### src/meter_cfg_pkg.sv
package meter_cfg_pkg;

  // ****************************************
  // Bus and register geometry
  // ****************************************
  localparam int ADDR_W = 18;
  localparam int DATA_W = 32;
  localparam int REG_W = 16;

  // Register indices; the byte address is four times the index
  localparam logic [15:0] PHASE_INCLUSION_MODE_IDX = 16'he60e;
  localparam logic [15:0] CHANNEL_GAIN_SELECT_IDX = 16'he60f;
  localparam logic [15:0] PULSE_OUTPUT_MODE_IDX = 16'he610;
  localparam logic [ADDR_W-1:0] PHASE_INCLUSION_MODE_ADDR = {PHASE_INCLUSION_MODE_IDX, 2'b00};
  localparam logic [ADDR_W-1:0] CHANNEL_GAIN_SELECT_ADDR = {CHANNEL_GAIN_SELECT_IDX, 2'b00};
  localparam logic [ADDR_W-1:0] PULSE_OUTPUT_MODE_ADDR = {PULSE_OUTPUT_MODE_IDX, 2'b00};

  // ****************************************
  // Field layout
  // ****************************************
  localparam int FIELD_W = 3;
  localparam int NUM_FIELDS = 3;
  localparam int NUM_PHASES = 3;
  localparam int NUM_PULSE = 3;
  localparam int PULSE1_DIS_BIT = 9;
  localparam logic [FIELD_W-1:0] CODE_MAX_VALID = 3'h4;
  localparam logic [FIELD_W-1:0] CODE_UNITY = 3'h0;

  // ****************************************
  // Reset values and writable bits
  // ****************************************
  localparam logic [REG_W-1:0] PHASE_INCLUSION_RESET = 16'h01ff;
  localparam logic [REG_W-1:0] CHANNEL_GAIN_RESET = 16'h0000;
  localparam logic [REG_W-1:0] PULSE_OUTPUT_MODE_RESET = 16'h0288;
  localparam logic [REG_W-1:0] PHASE_INCLUSION_WMASK = 16'h7fff;
  localparam logic [REG_W-1:0] CHANNEL_GAIN_WMASK = 16'h01ff;
  localparam logic [REG_W-1:0] NEUTRAL_GAIN_MASK = 16'h0038;
  localparam logic [REG_W-1:0] PULSE_OUTPUT_MODE_WMASK = 16'h03ff;

  // ****************************************
  // Datapath widths
  // ****************************************
  localparam int POWER_W = 24;
  localparam int SUM_W = 26;
  localparam int GAIN_FACTOR_W = 5;

  // ****************************************
  // Types
  // ****************************************
  typedef enum logic [2:0] {
    SRC_TOTAL_ACTIVE,
    SRC_TOTAL_REACTIVE,
    SRC_APPARENT,
    SRC_FUND_ACTIVE,
    SRC_FUND_REACTIVE
  } pulse_source_t;

  typedef enum logic {
    BUS_IDLE,
    BUS_ANSWER
  } bus_state_t;

  typedef struct packed {
    logic signed [POWER_W-1:0] active;
    logic signed [POWER_W-1:0] reactive;
    logic signed [POWER_W-1:0] apparent;
    logic signed [POWER_W-1:0] fund_active;
    logic signed [POWER_W-1:0] fund_reactive;
  } phase_power_t;

  typedef struct packed {
    logic run;
    pulse_source_t source;
    logic [NUM_PHASES-1:0] mask;
  } pulse_cfg_t;

  typedef struct packed {
    logic [FIELD_W-1:0] code;
    logic [GAIN_FACTOR_W-1:0] factor;
  } gain_sel_t;

  function automatic logic is_reserved_code(input logic [FIELD_W-1:0] code);
    is_reserved_code = (code > CODE_MAX_VALID);
  endfunction : is_reserved_code

endpackage : meter_cfg_pkg

### src/gain_and_pulse_source_config.sv
// Operation
// - Phase-current gain in bits 2:0; codes 0-4 give gain 1-16; resets 000.
// - Phase-current gain codes 101-111 act as unity gain.
// - Neutral-current gain in bits 5:3, same encoding, resets 000.
// - Neutral-current gain codes 101-111 act as unity gain.
// - Without a neutral channel the neutral gain field stays 000.
// - Phase-voltage gain in bits 8:6, same encoding, resets 000.
// - Phase-voltage gain codes 101-111 act as unity gain.
// - Gain bits 15:9 reset to zero and affect nothing.
// - Pulse one source in bits 2:0, resets 000, picks summed power quantity.
// - Pulse one source codes 101-111 stop pulse one generation.
// - Pulse two source in bits 5:3, same encoding, resets 001.
// - Pulse two source codes 101-111 stop pulse two generation.
// - Pulse three source in bits 8:6, same encoding, resets 010.
// - Pulse three source codes 101-111 stop pulse three generation.
// - Bit 9 resets to 1 and gates pulse one pin; converter keeps running.
// - Quantities missing from the variant leave that pulse output idle.
// - Each pulse has a three-bit phase mask, reset all ones, selecting summed phases.
//
// Implementation choice: the Avalon-MM slave port.
module gain_and_pulse_source_config
  import meter_cfg_pkg::*;
#(
  parameter bit HAS_NEUTRAL = 1'b1,
  parameter bit HAS_REACTIVE = 1'b1,
  parameter bit HAS_FUNDAMENTAL = 1'b1
) (
  input wire logic sys_clk_i,
  input wire logic reset_n_i,
  input wire logic [ADDR_W-1:0] avs_address_i,
  input wire logic avs_read_i,
  input wire logic avs_write_i,
  input wire logic [DATA_W-1:0] avs_writedata_i,
  input wire logic [3:0] avs_byteenable_i,
  output logic [DATA_W-1:0] avs_readdata_o,
  output logic avs_waitrequest_o,
  input wire phase_power_t [NUM_PHASES-1:0] phase_power_i,
  input wire logic [NUM_PULSE-1:0] pulse_raw_i,
  output gain_sel_t phase_current_gain_o,
  output gain_sel_t neutral_current_gain_o,
  output gain_sel_t phase_voltage_gain_o,
  output pulse_cfg_t [NUM_PULSE-1:0] pulse_cfg_o,
  output logic signed [SUM_W-1:0] pulse_sum_o [NUM_PULSE],
  output logic pulse_output_one_o,
  output logic pulse_output_two_o,
  output logic pulse_output_three_o
);

  // ****************************************
  // Helpers
  // ****************************************
  function automatic logic [REG_W-1:0] merge_write(
    input logic [REG_W-1:0] old_val,
    input logic [DATA_W-1:0] wdata,
    input logic [3:0] be,
    input logic [REG_W-1:0] wmask
  );
    logic [REG_W-1:0] merged;
    merged = old_val;
    if (be[0]) begin
      merged[7:0] = wdata[7:0];
    end
    if (be[1]) begin
      merged[15:8] = wdata[15:8];
    end
    merge_write = merged & wmask;
  endfunction : merge_write

  function automatic logic signed [POWER_W-1:0] pick_power(
    input phase_power_t pw,
    input pulse_source_t src
  );
    case (src)
      SRC_TOTAL_ACTIVE: pick_power = pw.active;
      SRC_TOTAL_REACTIVE: pick_power = pw.reactive;
      SRC_APPARENT: pick_power = pw.apparent;
      SRC_FUND_ACTIVE: pick_power = pw.fund_active;
      SRC_FUND_REACTIVE: pick_power = pw.fund_reactive;
      default: pick_power = pw.active;
    endcase
  endfunction : pick_power

  // ****************************************
  // Registers and bus state
  // ****************************************
  bus_state_t state_r;
  bus_state_t state_nxt;
  logic [REG_W-1:0] incl_r;
  logic [REG_W-1:0] gain_r;
  logic [REG_W-1:0] mode_r;
  logic [DATA_W-1:0] rdata_r;
  logic [DATA_W-1:0] rdata_nxt;

  // ****************************************
  // Address decode
  // ****************************************
  wire req = avs_read_i | avs_write_i;
  wire hit_incl = (avs_address_i == PHASE_INCLUSION_MODE_ADDR);
  wire hit_gain = (avs_address_i == CHANNEL_GAIN_SELECT_ADDR);
  wire hit_mode = (avs_address_i == PULSE_OUTPUT_MODE_ADDR);
  wire commit = (state_r == BUS_ANSWER) && avs_write_i;
  wire [REG_W-1:0] gain_wmask = HAS_NEUTRAL ? CHANNEL_GAIN_WMASK
                                            : (CHANNEL_GAIN_WMASK & ~NEUTRAL_GAIN_MASK);
  wire [REG_W-1:0] read_val = hit_incl ? incl_r :
                              hit_gain ? gain_r :
                              hit_mode ? mode_r : '0;

  // Upper half of every word reads as zero
  assign rdata_nxt = (state_r == BUS_IDLE && avs_read_i) ? {16'h0000, read_val} : rdata_r;
  assign avs_waitrequest_o = req && (state_r == BUS_IDLE);
  assign avs_readdata_o = rdata_r;

  // ****************************************
  // Bus handshake state
  // ****************************************
  always_comb begin
    case (state_r)
      BUS_IDLE: state_nxt = req ? BUS_ANSWER : BUS_IDLE;
      BUS_ANSWER: state_nxt = BUS_IDLE;
      default: state_nxt = BUS_IDLE;
    endcase
  end

  always_ff @(posedge sys_clk_i or negedge reset_n_i) begin
    if (!reset_n_i) begin
      state_r <= BUS_IDLE;
    end else begin
      state_r <= state_nxt;
    end
  end

  always_ff @(posedge sys_clk_i or negedge reset_n_i) begin
    if (!reset_n_i) begin
      rdata_r <= '0;
    end else begin
      rdata_r <= rdata_nxt;
    end
  end

  // ****************************************
  // Register writes
  // ****************************************
  // Writes land at the edge where waitrequest is sampled low
  logic [REG_W-1:0] incl_nxt;
  logic [REG_W-1:0] gain_nxt;
  logic [REG_W-1:0] mode_nxt;
  logic wr_incl;
  logic wr_gain;
  logic wr_mode;

  assign wr_incl = commit && hit_incl;
  assign wr_gain = commit && hit_gain;
  assign wr_mode = commit && hit_mode;
  assign incl_nxt = wr_incl ? merge_write(incl_r, avs_writedata_i, avs_byteenable_i,
                                          PHASE_INCLUSION_WMASK) : incl_r;
  assign gain_nxt = wr_gain ? merge_write(gain_r, avs_writedata_i, avs_byteenable_i,
                                          gain_wmask) : gain_r;
  assign mode_nxt = wr_mode ? merge_write(mode_r, avs_writedata_i, avs_byteenable_i,
                                          PULSE_OUTPUT_MODE_WMASK) : mode_r;

  always_ff @(posedge sys_clk_i or negedge reset_n_i) begin
    if (!reset_n_i) begin
      incl_r <= PHASE_INCLUSION_RESET;
    end else begin
      incl_r <= incl_nxt;
    end
  end

  always_ff @(posedge sys_clk_i or negedge reset_n_i) begin
    if (!reset_n_i) begin
      gain_r <= CHANNEL_GAIN_RESET;
    end else begin
      gain_r <= gain_nxt;
    end
  end

  always_ff @(posedge sys_clk_i or negedge reset_n_i) begin
    if (!reset_n_i) begin
      mode_r <= PULSE_OUTPUT_MODE_RESET;
    end else begin
      mode_r <= mode_nxt;
    end
  end

  // ****************************************
  // Field decode
  // ****************************************
  gain_sel_t gain_dec [NUM_FIELDS];
  logic [NUM_PULSE-1:0] run_dec;
  pulse_source_t src_dec [NUM_PULSE];
  pulse_cfg_t [NUM_PULSE-1:0] cfg_dec;

  genvar g;
  generate
    for (g = 0; g < NUM_FIELDS; g++) begin : g_field
      gain_field_decode u_gain (
        .code_i(gain_r[g*FIELD_W +: FIELD_W]),
        .gain_o(gain_dec[g])
      );

      pulse_source_decode #(
        .HAS_REACTIVE(HAS_REACTIVE),
        .HAS_FUNDAMENTAL(HAS_FUNDAMENTAL)
      ) u_src (
        .sel_i(mode_r[g*FIELD_W +: FIELD_W]),
        .run_o(run_dec[g]),
        .source_o(src_dec[g])
      );

      assign cfg_dec[g].run = run_dec[g];
      assign cfg_dec[g].source = src_dec[g];
      assign cfg_dec[g].mask = incl_r[g*FIELD_W +: NUM_PHASES];
    end
  endgenerate

  // ****************************************
  // Phase summing per pulse output
  // ****************************************
  logic signed [SUM_W-1:0] term [NUM_PULSE][NUM_PHASES];
  logic signed [SUM_W-1:0] sum_nxt [NUM_PULSE];

  genvar c;
  genvar p;
  generate
    for (c = 0; c < NUM_PULSE; c++) begin : g_sum
      for (p = 0; p < NUM_PHASES; p++) begin : g_term
        logic signed [POWER_W-1:0] picked;
        assign picked = pick_power(phase_power_i[p], cfg_dec[c].source);
        assign term[c][p] = cfg_dec[c].mask[p] ? {{(SUM_W-POWER_W){picked[POWER_W-1]}}, picked}
                                               : '0;
      end
      assign sum_nxt[c] = cfg_dec[c].run ? (term[c][0] + term[c][1] + term[c][2])
                                         : '0;
    end
  endgenerate

  // ****************************************
  // Gain outputs
  // ****************************************
  always_ff @(posedge sys_clk_i or negedge reset_n_i) begin
    if (!reset_n_i) begin
      phase_current_gain_o <= '0;
      neutral_current_gain_o <= '0;
      phase_voltage_gain_o <= '0;
    end else begin
      phase_current_gain_o <= gain_dec[0];
      neutral_current_gain_o <= gain_dec[1];
      phase_voltage_gain_o <= gain_dec[2];
    end
  end

  // ****************************************
  // Pulse configuration outputs
  // ****************************************
  always_ff @(posedge sys_clk_i or negedge reset_n_i) begin
    if (!reset_n_i) begin
      pulse_cfg_o <= '0;
    end else begin
      pulse_cfg_o <= cfg_dec;
    end
  end

  // ****************************************
  // Pulse pins
  // ****************************************
  // Pin one is gated here only; its sum below keeps running
  logic pin1_enable;
  logic [NUM_PULSE-1:0] pin_gate;
  logic [NUM_PULSE-1:0] pin_nxt;

  assign pin1_enable = ~mode_r[PULSE1_DIS_BIT];
  assign pin_gate = {run_dec[2], run_dec[1], run_dec[0] & pin1_enable};
  assign pin_nxt = pulse_raw_i & pin_gate;

  always_ff @(posedge sys_clk_i or negedge reset_n_i) begin
    if (!reset_n_i) begin
      pulse_output_one_o <= 1'b0;
      pulse_output_two_o <= 1'b0;
      pulse_output_three_o <= 1'b0;
    end else begin
      pulse_output_one_o <= pin_nxt[0];
      pulse_output_two_o <= pin_nxt[1];
      pulse_output_three_o <= pin_nxt[2];
    end
  end

  // ****************************************
  // Converter sums
  // ****************************************
  // Converter sums keep running while the pulse one pin is gated
  generate
    for (c = 0; c < NUM_PULSE; c++) begin : g_sum_reg
      always_ff @(posedge sys_clk_i or negedge reset_n_i) begin
        if (!reset_n_i) begin
          pulse_sum_o[c] <= '0;
        end else begin
          pulse_sum_o[c] <= sum_nxt[c];
        end
      end
    end
  endgenerate

endmodule : gain_and_pulse_source_config

### src/gain_field_decode.sv
module gain_field_decode
  import meter_cfg_pkg::*;
(
  input wire logic [FIELD_W-1:0] code_i,
  output gain_sel_t gain_o
);

  // ****************************************
  // Reserved codes fold onto unity gain
  // ****************************************
  logic [FIELD_W-1:0] eff_code;

  assign eff_code = is_reserved_code(code_i) ? CODE_UNITY : code_i;
  assign gain_o.code = eff_code;
  assign gain_o.factor = GAIN_FACTOR_W'(5'h01 << eff_code);

endmodule : gain_field_decode

### src/pulse_source_decode.sv
module pulse_source_decode
  import meter_cfg_pkg::*;
#(
  parameter bit HAS_REACTIVE = 1'b1,
  parameter bit HAS_FUNDAMENTAL = 1'b1
) (
  input wire logic [FIELD_W-1:0] sel_i,
  output logic run_o,
  output pulse_source_t source_o
);

  // ****************************************
  // Source code decode and variant gating
  // ****************************************
  logic lacks_quantity;

  assign lacks_quantity = (!HAS_REACTIVE && sel_i == 3'h1) ||
                          (!HAS_FUNDAMENTAL && (sel_i == 3'h3 || sel_i == 3'h4));
  assign run_o = !is_reserved_code(sel_i) && !lacks_quantity;
  assign source_o = is_reserved_code(sel_i) ? SRC_TOTAL_ACTIVE : pulse_source_t'(sel_i);

endmodule : pulse_source_decode

### config.mk
export PLATFORM = sky130hd
export DESIGN_NAME = gain_and_pulse_source_config
export DESIGN_NICKNAME = d
export VERILOG_FILES = /design/src/meter_cfg_pkg.sv /design/src/gain_and_pulse_source_config.sv /design/src/gain_field_decode.sv /design/src/pulse_source_decode.sv
export SDC_FILE = /design/constraint.sdc
export NUM_CORES = 1
export LEC_CHECK = 0
export ABC_AREA = 0
export ABC_CLOCK_PERIOD_IN_PS = 3950
export BUFFER_PORTS_ARGS = -buffer_cell sky130_fd_sc_hd__buf_4
export CORE_AREA = 2 2 227 229
export DETAILED_ROUTE_END_ITERATION = 8
export DIE_AREA = 0 0 229 231
export PLACE_DENSITY_LB_ADDON = 0.1
export SLEW_MARGIN = 20
export SYNTH_ARGS = -nofsm -noshare
export SYNTH_HDL_FRONTEND = slang
export SYNTH_SLANG_ARGS = --single-unit
export TNS_END_PERCENT = 10
### constraint.sdc
create_clock -name sys_clk_i -period 3.95 [get_ports sys_clk_i]
set_clock_uncertainty 0.05 [all_clocks]
set_input_delay 0.1975 -clock sys_clk_i [delete_from_list [all_inputs] [get_ports sys_clk_i]]
set_output_delay 0.1975 -clock sys_clk_i [all_outputs]
set_load 0.05 [all_outputs]
==> Yosys cells after proc, flatten, opt, wreduce, memory -nomap -nowiden <==
Index checks and enable logic that the tools add are counted.
Widths: inputs -> output; s select.
{ "totals": {"regBits": 177, "output_inout_bits": 159} }
{ "op_classes": {"addsub": 6, "n_lt_le_gt_ge": 6, "n_eq_ne": 15, "n_shift": 3, "mux": 32, "bitwise": 5, "n_reduce_logical": 15} }
{ "ops": {"columns": ["op", "count"], "rows": [
  ["$pmux 24 s4", 9],
  ["$mux 26", 12],
  ["$add 26x26->26", 6],
  ["$eq 18x18->1 const B", 3],
  ["$mux 10", 2],
  ["$eq 3x2->1 const B", 6],
  ["$gt 3x3->1 const B", 6],
  ["$mux 3", 6],
  ["$mux 15", 1],
  ["$shl 1x3->5 const A", 3],
  ["$reduce_and 2->1", 6],
  ["$eq 3x1->1 const B", 3],
  ["$eq 3x3->1 const B", 3],
  ["$logic_and 1x1->1", 6],
  ["$and 3x3->3", 1],
  ["$logic_not 1->1", 3],
  ["$not 1->1", 2],
  ["$pmux 1 s2", 1],
  ["$and 1x1->1", 1],
  ["$mux 1", 1],
  ["$or 1x1->1", 1]
]} }

==> Logic depth before layout (Yosys ltp) <==
Gate-level depths: netlist of the first run.
{ "logic_depth": {"ltp_word": 8, "depth_mapped": 20, "ltp_nobuf": 17} }

==> Cells and area by module <==
A second synthesis of the first run with hierarchy kept.
{ "hier_totals": {"cells_unflattened": 2685, "area_unflattened_um2": 20403.3} }
{ "modules_own_cells": {"columns": ["module", "instances", "cells_per_inst", "area_per_inst_um2"], "rows": [
  ["gain_and_pulse_source_config", 1, 2646, 20106.8],
  ["gain_field_decode", 3, 9, 63.8],
  ["pulse_source_decode", 3, 4, 35.0]
]} }

==> Worst setup path before layout of the first run <==
No wires, ideal clock.
{ "synth_timing": {"path_type": "register -> register", "startpoint": "reg mode_r[7]", "endpoint": "reg pulse_sum_o[23] (netlist bit)", "setup_time_ns": 0.079, "t_arrival_ns": 4.241, "slack_ns": -0.421, "stages_incl_launch_ff": 19, "n_path_buf": 3, "path_cell_list": "dfstp_2 -> clkbuf_1 -> clkbuf_1 -> buf_2 -> mux2i_1 -> a21boi_0 -> o221ai_1 -> fa_1 -> inv_1 -> ha_1 -> inv_1 -> fa_1 -> nor2b_1 -> o211ai_1 -> a21bo_2 -> a211oi_1 -> o21ai_0 -> o21ai_0 -> mux2i_1"} }
{ "synth_lines": {"columns": ["element", "line", "source"], "rows": [
  ["from (decl)", "gain_and_pulse_source_config.sv:90", "logic [REG_W-1:0] mode_r;"],
  ["from (signal assigned)", "gain_and_pulse_source_config.sv:181", "mode_r <= mode_nxt;"],
  ["to (signal, indexed assignment)", "gain_and_pulse_source_config.sv:297", "pulse_sum_o[c] <= sum_nxt[c];"],
  ["to (decl)", "gain_and_pulse_source_config.sv:43", "output logic signed [SUM_W-1:0] pulse_sum_o [NUM_PULSE],"]
]} }

==> results of run 1 <==
[sequential cells by signal (all words and copies together) (netlist names)]
register	count
state_r	1
pulse_output_two_o	1
mode_r	10
incl_r	15
pulse_output_one_o	1
pulse_sum_o	78
pulse_output_three_o	1
neutral_current_gain_o	8
phase_current_gain_o	8
avs_readdata_o	15
pulse_cfg_o	21
phase_voltage_gain_o	8
gain_r	9
[power groups by stage]
stage / clock network, W / logic, W / registers (W)
4_1_cts: 0.00182 / 0.000712 / 0.00180
2_1_floorplan: 0 / 0.000109 / 0.00185
5_1_grt: 0.00190 / 0.000756 / 0.00181
3_5_place_dp: 0 / 0.000692 / 0.00184
6_report: 0.00180 / 0.000746 / 0.00180
3_3_place_gp: 0 / 0.000694 / 0.00184
[cell type report]
type / count / area (µm²)
fillers: 4628 / 19900
multi-input cells: 2103 / 14800
repair buffers: 1070 / 9150
flip-flops and latches: 176 / 4440
inverters: 240 / 901
well taps: 680 / 851
clock buffers: 18 / 429
clock inverters: 14 / 163
diodes: 16 / 40.0
[metal layers]
layer,GRT usage,part of all wire,vias to the layer above
met2,0.688,0.43,2146
li1,-,-,11500
met5,0,0.00086,-
met4,0.347,0.096,16
met3,0.117,0.11,637
met1,0.532,0.36,12800
[tightest hold or removal path: stages]
cell and delay, ps:
sky130_fd_sc_hd__buf_4 160, sky130_fd_sc_hd__nand3_1 90, sky130_fd_sc_hd__mux2_2 140
[how the worst max path moves through the flow]
stage / startpoint / to / slack [ps]
after floorplan: mode_r[2]$_DFFE_PN0P_ / pulse_sum_o[73]$_DFF_PN0_ / -60
after global routing: mode_r[3]$_DFFE_PN1P_ / pulse_sum_o[48]$_DFF_PN0_ / -510
after detailed placement: mode_r[7]$_DFFE_PN1P_ / pulse_sum_o[23]$_DFF_PN0_ / -690
after CTS: mode_r[2]$_DFFE_PN0P_ / pulse_sum_o[72]$_DFF_PN0_ / -300
final: mode_r[1]$_DFFE_PN0P_ / pulse_sum_o[72]$_DFF_PN0_ / -410
after global placement: mode_r[7]$_DFFE_PN1P_ / pulse_sum_o[22]$_DFF_PN0_ / -540
[metrics by stage]
step / hold WS, ps / std cells / TNS [ps]
global route: 89.6 / 4307 / -15240
global placement: 336 / 4144 / -13910
floorplan: -148 / 2760 / -280
finish: 78.5 / 4317 / -10510
detailed placement: 353 / 4144 / -15640
CTS: 55.7 / 4251 / -6750
[layout by cell type (no fill, tap or decap), drive strengths merged, types with 17 or more instances in the layout]
cell type,instances
a211oi,156
a21boi,35
a21o,30
a21oi,294
a311oi,44
and2,22
buf,1040
clkbuf,24
conb,17
dfrtp,164
dlygate4sd3,21
fa,75
ha,72
inv,247
mux2,34
mux2i,35
nand2,255
nand2b,23
nor2,298
nor2b,34
nor3,23
o211ai,195
o21ai,259
o221ai,30
xor2,21
[kinds of logic after synthesis]
logic type               Yosys count  synth area share
adder cells (fa/ha/maj)          147             0.120
AO/OA/AOI/OAI                   1106             0.353
XOR/XNOR                          37            0.0162
buffers and inverters            481            0.0943
AND/OR/NAND/NOR                  727             0.159
multiplexers                      69            0.0366
other                              1          0.000187
flip-flops                       176             0.221
[what timing repair did]
item,in CTS,in global routing
pin swaps,85,103
buffers inserted,50,47
resized for setup,169,168
cloned,7,5
endpoints found under the hold margin,143,0
hold buffers,21,0
setup endpoints to repair,49,57
==> metrics.log, run 1 <==
INFO  metric netlist-cell-type-count = 71
INFO  metric die_w = 229 µm
INFO  metric asyncSetResetFlopFracSynth = 1.00
INFO  metric core = 50700 µm²
INFO  metric run_status = complete, but fails checks
INFO  metric yosysTopAreaCell = sky130_fd_sc_hd__dfrtp_1
INFO  metric slowest_stage = sky130_fd_sc_hd__fa_1
INFO  metric crit_path_arrival_time = 4720 ps
INFO  metric cellPowerDensity = 141 nW/µm²
INFO  metric pwr-share-clk = 0.414
INFO  metric worst_setup_path_end_kind = register
INFO  metric postRouteAntennaNets = 0
INFO  metric globalplace.congestion = 1.05
INFO  metric power.net_switching = 0.00139 W
INFO  metric syn_avg_cell_area = 7.29 µm²
INFO  metric rsz0062_at_grt = true
INFO  metric floorplan.io_pins = 580
INFO  metric cts_sinks = 176
INFO  metric clk-insertion-delay-late = 510 ps
INFO  metric fp-row-count = 83
INFO  metric layout.cell_area.non_filler = 30800 µm²
INFO  metric final.setup.worst_slack = -405 ps
INFO  metric synth_warnings = 0
INFO  metric fin_crit_sh = 1.10
INFO  metric hold_path_end = gain_r[8]$_DFFE_PN0P_
INFO  metric finalWorstPathRequiredPeriod = 4360 ps
INFO  metric sort_of_element_at_the_start_of_the_critical_path = register
INFO  metric largest_net_degree_at_the_start_of_global_routing = 119
INFO  metric synth_top_area_share = 0.205
INFO  metric synth_top_cells_by_count = 298 x sky130_fd_sc_hd__nor2_1, 294 x sky130_fd_sc_hd__a21oi_1, 258 x sky130_fd_sc_hd__o21ai_0
INFO  metric postLayoutCoreUtil = 0.608
INFO  metric place.port_buffers = 543
INFO  metric number_of_global_route_vias_before_repair = 26.4k
INFO  metric detail_route.drc_violations = 0
INFO  metric synth-edff-count = 0
INFO  metric area_growth = 53.9%
INFO  metric hpwl = 92.6 mm
INFO  metric endpoints_failing_setup = 43
INFO  metric cell_internal_pwr = 0.00296 W
INFO  metric ir_drop = 0.274 mV
INFO  metric p_leak = 14.0 nW
INFO  metric die_h = 231 µm
INFO  metric timing.rr.end = pulse_sum_o[72]$_DFF_PN0_
INFO  metric worstHoldStart = avs_address_i[2]
INFO  metric sw_frac = 0.320
INFO  metric first_pass_iters = 7
INFO  metric power_frac_seq = 0.414
INFO  metric die_area = 52900 µm²
INFO  metric synth.yosys.seq_area_share = 0.221
INFO  metric initial_utilization = 0.395
INFO  metric netlist_area = 20000 µm²
INFO  metric root_buffer = sky130_fd_sc_hd__clkbuf_16
INFO  metric placed_cell_area = 27500 µm²
INFO  metric final_report_max_slew_violation_count = 0
INFO  metric power.total = 0.00436 W
INFO  metric dpl_worst_slack = -686 ps
INFO  metric yosys_register_bits = 176
INFO  metric route.vias.total = 27.1k
INFO  metric path_depth = 16
INFO  metric cp_num_buf_inv = 5
INFO  metric tritoncts.num_buffers = 17
INFO  metric path_clk_slew = 80 ps
INFO  metric synth_flop_cell = sky130_fd_sc_hd__dfrtp_1
INFO  metric slew_headroom = 0.312
INFO  metric maximum_buffer_depth_of_the_clock_tree = 2
INFO  metric max_cap_viol_count = 0
INFO  metric drt_wl_total = 123 mm
INFO  metric crit_type = reg2reg
INFO  metric detail_route.vias_per_cell = 6.28
INFO  metric gr-usage-all-layers = 0.447
INFO  metric combPwrFrac = 0.171
INFO  metric max_clock_freq = 230 MHz
INFO  metric slowest_delay = 590 ps
INFO  metric tritoncts = yes
INFO  metric r2r-start = mode_r[1]$_DFFE_PN0P_
INFO  metric violations = negative setup slack
INFO  metric crit_required = 4320 ps
INFO  metric crit_chain = buf_6 -> buf_6 -> nor3_4 -> nor2_4 -> buf_12 -> buf_12 -> o211ai_1 -> fa_1 -> inv_2 -> ha_4 -> nand4_1 -> or4_4 -> a211oi_4 -> nor2_1 -> or4b_1 -> a31oi_1
INFO  metric critical_path.top_delay_family = simple AND/OR/NAND/NOR gates
INFO  metric hold_viol = 0
INFO  metric grt_pass1_wl = 174 mm
INFO  metric min_path_type = in2reg
INFO  metric worst-r2r-cell-count = 16
INFO  metric yosys.cell_count.top_type = sky130_fd_sc_hd__nor2_1
INFO  metric design.final.nets = 4176
INFO  metric wire_per_inst = 28.6 µm
INFO  metric syn-instance-count = 2744
INFO  metric grt.overflow.total = 0
INFO  metric htree_num_levels = 4
INFO  metric depth_of_the_worst_hold_timing_path = 3
INFO  metric rrSetupSlack = -410 ps
INFO  metric drt-initial-drc-count = 3416
INFO  metric max_slew.worst_pin.slew = 1030 ps
INFO  metric antenna_found_initial = 24
INFO  metric final_layout_size_suffix_gt1_frac = 0.362
INFO  metric yosys-top-cells-area = sky130_fd_sc_hd__dfrtp_1 21%, sky130_fd_sc_hd__fa_1 7.5%, sky130_fd_sc_hd__a21oi_1 7.4%
INFO  metric crit_path_max_fanout = 8
Note: power is estimated with default switching activity, not from simulation.
==> run 2: changes to the inputs <==
--- a/config.mk
+++ b/config.mk
@@ -8,9 +8,9 @@
 export ABC_AREA = 0
 export ABC_CLOCK_PERIOD_IN_PS = 3950
 export BUFFER_PORTS_ARGS = -buffer_cell sky130_fd_sc_hd__buf_4
-export CORE_AREA = 2 2 227 229
+export CORE_MARGIN = 2
+export CORE_UTILIZATION = 25
 export DETAILED_ROUTE_END_ITERATION = 8
-export DIE_AREA = 0 0 229 231
 export PLACE_DENSITY_LB_ADDON = 0.1
 export SLEW_MARGIN = 20
 export SYNTH_ARGS = -nofsm -noshare
==> run 2 against run 1 <==
- the flow still finishes with violations (negative setup slack)
- cell area up 2.7%
- flip-flop and latch count unchanged
- via count down 3.3%
- core utilization down 21 points
- critical path depth up 1
- count of clock-buffer cells in the layout down 1
- worst setup slack worse by 89 ps
- global-route usage down 13 points
- hold slack worse by 3.6 ps
- die area up 56%
- critical endpoint unchanged
==> metrics.log, run 2 (synthesis results as in run 1) <==
INFO  metric run_status = complete, but fails checks
INFO  metric violations = negative setup slack
INFO  metric worst-r2r-cell-count = 17
INFO  metric core = 79100 µm²
INFO  metric cpMostUsedCell = sky130_fd_sc_hd__buf_6
INFO  metric ir_drop = 0.345 mV
INFO  metric r2r-start = mode_r[1]$_DFFE_PN0P_
INFO  metric route.vias.total = 26.2k
INFO  metric sort_of_element_at_the_start_of_the_critical_path = register
INFO  metric crit_chain = buf_6 -> nor3_2 -> buf_4 -> nor2_4 -> buf_12 -> buf_6 -> o211ai_1 -> fa_1 -> inv_2 -> ha_4 -> buf_6 -> nand2_2 -> or4_4 -> a211oi_4 -> nor2_2 -> or4b_1 -> a31oi_1
INFO  metric detail_route.drc_violations = 0
INFO  metric floorplan.io_pins = 580
INFO  metric die_area = 82300 µm²
INFO  metric largest_register_ffs = 78
INFO  metric slowest_delay = 540 ps
INFO  metric number_of_global_route_vias_before_repair = 26.5k
INFO  metric rsz0062_at_grt = true
INFO  metric clk-insertion-delay-late = 520 ps
INFO  metric critical_path.top_delay_family = simple AND/OR/NAND/NOR gates
INFO  metric timing.setup.tns = -9950 ps
INFO  metric worst_setup_path_end_kind = register
INFO  metric cellPowerDensity = 140 nW/µm²
INFO  metric slowest_stage = sky130_fd_sc_hd__dfrtp_4
INFO  metric layout_commonest_cell = sky130_fd_sc_hd__buf_4
INFO  metric globalplace.congestion = 0.967
INFO  metric htree_num_levels = 4
INFO  metric endpoints_failing_setup = 43
INFO  metric largest-register = pulse_sum_o
INFO  metric cp_num_buf_inv = 6
INFO  metric tritoncts.num_buffers = 17
INFO  metric slew_headroom = 0.315
INFO  metric grt.overflow.total = 0
INFO  metric antenna_found_initial = 18
INFO  metric detail_route.vias_per_cell = 5.57
INFO  metric place.port_buffers = 543
INFO  metric max_slew.worst_pin.slew = 1030 ps
INFO  metric final_report_max_slew_violation_count = 0
INFO  metric finalWorstPathRequiredPeriod = 4440 ps
INFO  metric wire_per_inst = 28.7 µm
INFO  metric area_growth = 58.0%
INFO  metric hpwl = 105 mm
INFO  metric path_depth = 17
INFO  metric postLayoutCoreUtil = 0.400
INFO  metric final.setup.worst_slack = -495 ps
INFO  metric worstHoldStart = avs_address_i[2]
INFO  metric gr-usage-all-layers = 0.315
INFO  metric cp-startpoint = mode_r[1]$_DFFE_PN0P_
INFO  metric grt_pass1_wl = 188 mm
INFO  metric crit_required = 4340 ps
INFO  metric finalHoldWorstSlack = 74.9 ps
INFO  metric crit_path_arrival_time = 4830 ps
INFO  metric crit_path_max_fanout = 14
INFO  metric fp-row-count = 103
INFO  metric design.final.nets = 4206
INFO  metric initial_utilization = 0.253
INFO  metric root_buffer = sky130_fd_sc_hd__clkbuf_16
INFO  metric maximum_buffer_depth_of_the_clock_tree = 2
INFO  metric path_clk_slew = 90 ps
INFO  metric cts_sinks = 176
INFO  metric drt-initial-drc-count = 2264
INFO  metric hold_viol = 0
INFO  metric max_clock_freq = 225 MHz
INFO  metric p_leak = 14.1 nW
INFO  metric die_h = 287 µm
INFO  metric die_w = 287 µm
INFO  metric min_path_type = in2reg
INFO  metric max_cap_viol_count = 0
INFO  metric fin_crit_sh = 1.13
INFO  metric first_pass_iters = 6
INFO  metric tritoncts = yes
INFO  metric reg_top3 = pulse_sum_o x78, pulse_cfg_o x21
INFO  metric drt_wl_total = 135 mm
INFO  metric postRouteAntennaNets = 0
INFO  metric final_layout_size_suffix_gt1_frac = 0.374
INFO  metric largest_net_degree_at_the_start_of_global_routing = 87
INFO  metric layout_common_cells = 970 x sky130_fd_sc_hd__buf_4, 287 x sky130_fd_sc_hd__nor2_1, 262 x sky130_fd_sc_hd__a21oi_1
INFO  metric power.total = 0.00441 W
INFO  metric crit_type = reg2reg
INFO  metric depth_of_the_worst_hold_timing_path = 3
-- run 2: cell count changes in the layout (fill, tap and decap cells not counted), sizes merged --
| cell | previous run | this run |
|---|---|---|
| bufbuf | 3 | 0 |
| clkinv | 7 | 8 |
| clkbuf | 24 | 21 |
| buf | 1040 | 1075 |
| diode | 16 | 9 |
-- run 2: through the flow --
step / cells / setup WS (ps) / area (µm²)
finish: 4710 / -495 / 31600
CTS: 4662 / -442 / 30600
global placement: 4570 / -654 / 28600
floorplan: 2760 / -55.4 / 20200
global route: 4703 / -588 / 31600
detailed placement: 4570 / -704 / 28600
-- run 2: worst reg2reg max path, cell delays in order (launching register included) --
cell and delay (ps):
sky130_fd_sc_hd__dfrtp_4 540, sky130_fd_sc_hd__buf_6 140, sky130_fd_sc_hd__nor3_2 180, sky130_fd_sc_hd__buf_4 140, sky130_fd_sc_hd__nor2_4 50, sky130_fd_sc_hd__buf_12 170
sky130_fd_sc_hd__buf_6 150, sky130_fd_sc_hd__o211ai_1 540, sky130_fd_sc_hd__fa_1 520, sky130_fd_sc_hd__inv_2 80, sky130_fd_sc_hd__ha_4 160, sky130_fd_sc_hd__buf_6 100
sky130_fd_sc_hd__nand2_2 40, sky130_fd_sc_hd__or4_4 490, sky130_fd_sc_hd__a211oi_4 310, sky130_fd_sc_hd__nor2_2 60, sky130_fd_sc_hd__or4b_1 470, sky130_fd_sc_hd__a31oi_1 170
-- run 2: where the power goes --
| group | internal, W | switching, W | total [W] |
|---|---|---|---|
| registers | 0.00180 | 0.00000124 | 0.00180 |
| clock network | 0.000863 | 0.00101 | 0.00188 |
| logic | 0.000314 | 0.000419 | 0.000733 |
| total | 0.00298 | 0.00143 | 0.00441 |
-- run 2: worst paths after layout --
| path | to | slack, ps |
|---|---|---|
| min in group asynchronous | avs_readdata_o[11]$_DFFE_PN0P_ | 260 |
| max | pulse_sum_o[72]$_DFF_PN0_ | -490 |
| min | gain_r[8]$_DFFE_PN0P_ | 70 |
| max in group asynchronous | mode_r[6]$_DFFE_PN0P_ | 2490 |
| max reg2reg | pulse_sum_o[72]$_DFF_PN0_ | -490 |
| min reg2reg | state_r$_DFF_PN0_ | 420 |
-- run 2: layout make-up --
cell class	instances	area [µm²]
diodes	9	22.5
clock buffers	17	425
clock inverters	15	185
fillers	8295	47500
inverters	240	901
multi-input cells	2103	15000
flip-flops and latches	176	4450
well taps	1050	1310
repair buffers	1100	9370
-- run 2: timing repair --
| item | 4_1_cts | 5_1_grt |
|---|---|---|
| buffers inserted | 41 | 38 |
| resized for setup | 211 | 166 |
| cloned | 4 | 3 |
| setup endpoints to repair | 51 | 56 |
| hold buffers | 21 | 0 |
| pin swaps | 81 | 79 |
| hold endpoints to repair | 117 | 0 |
-- run 2: routing by layer --
metal / track usage / share of wire / wire (µm) / up-vias
li1: - / - / - / 11500
met1: 0.387 / 0.40 / 53800 / 12800
met2: 0.526 / 0.47 / 63300 / 1501
met3: 0.0579 / 0.074 / 9930 / 341
met4: 0.161 / 0.058 / 7900 / 18
met5: 0 / 0.00082 / 111 / -
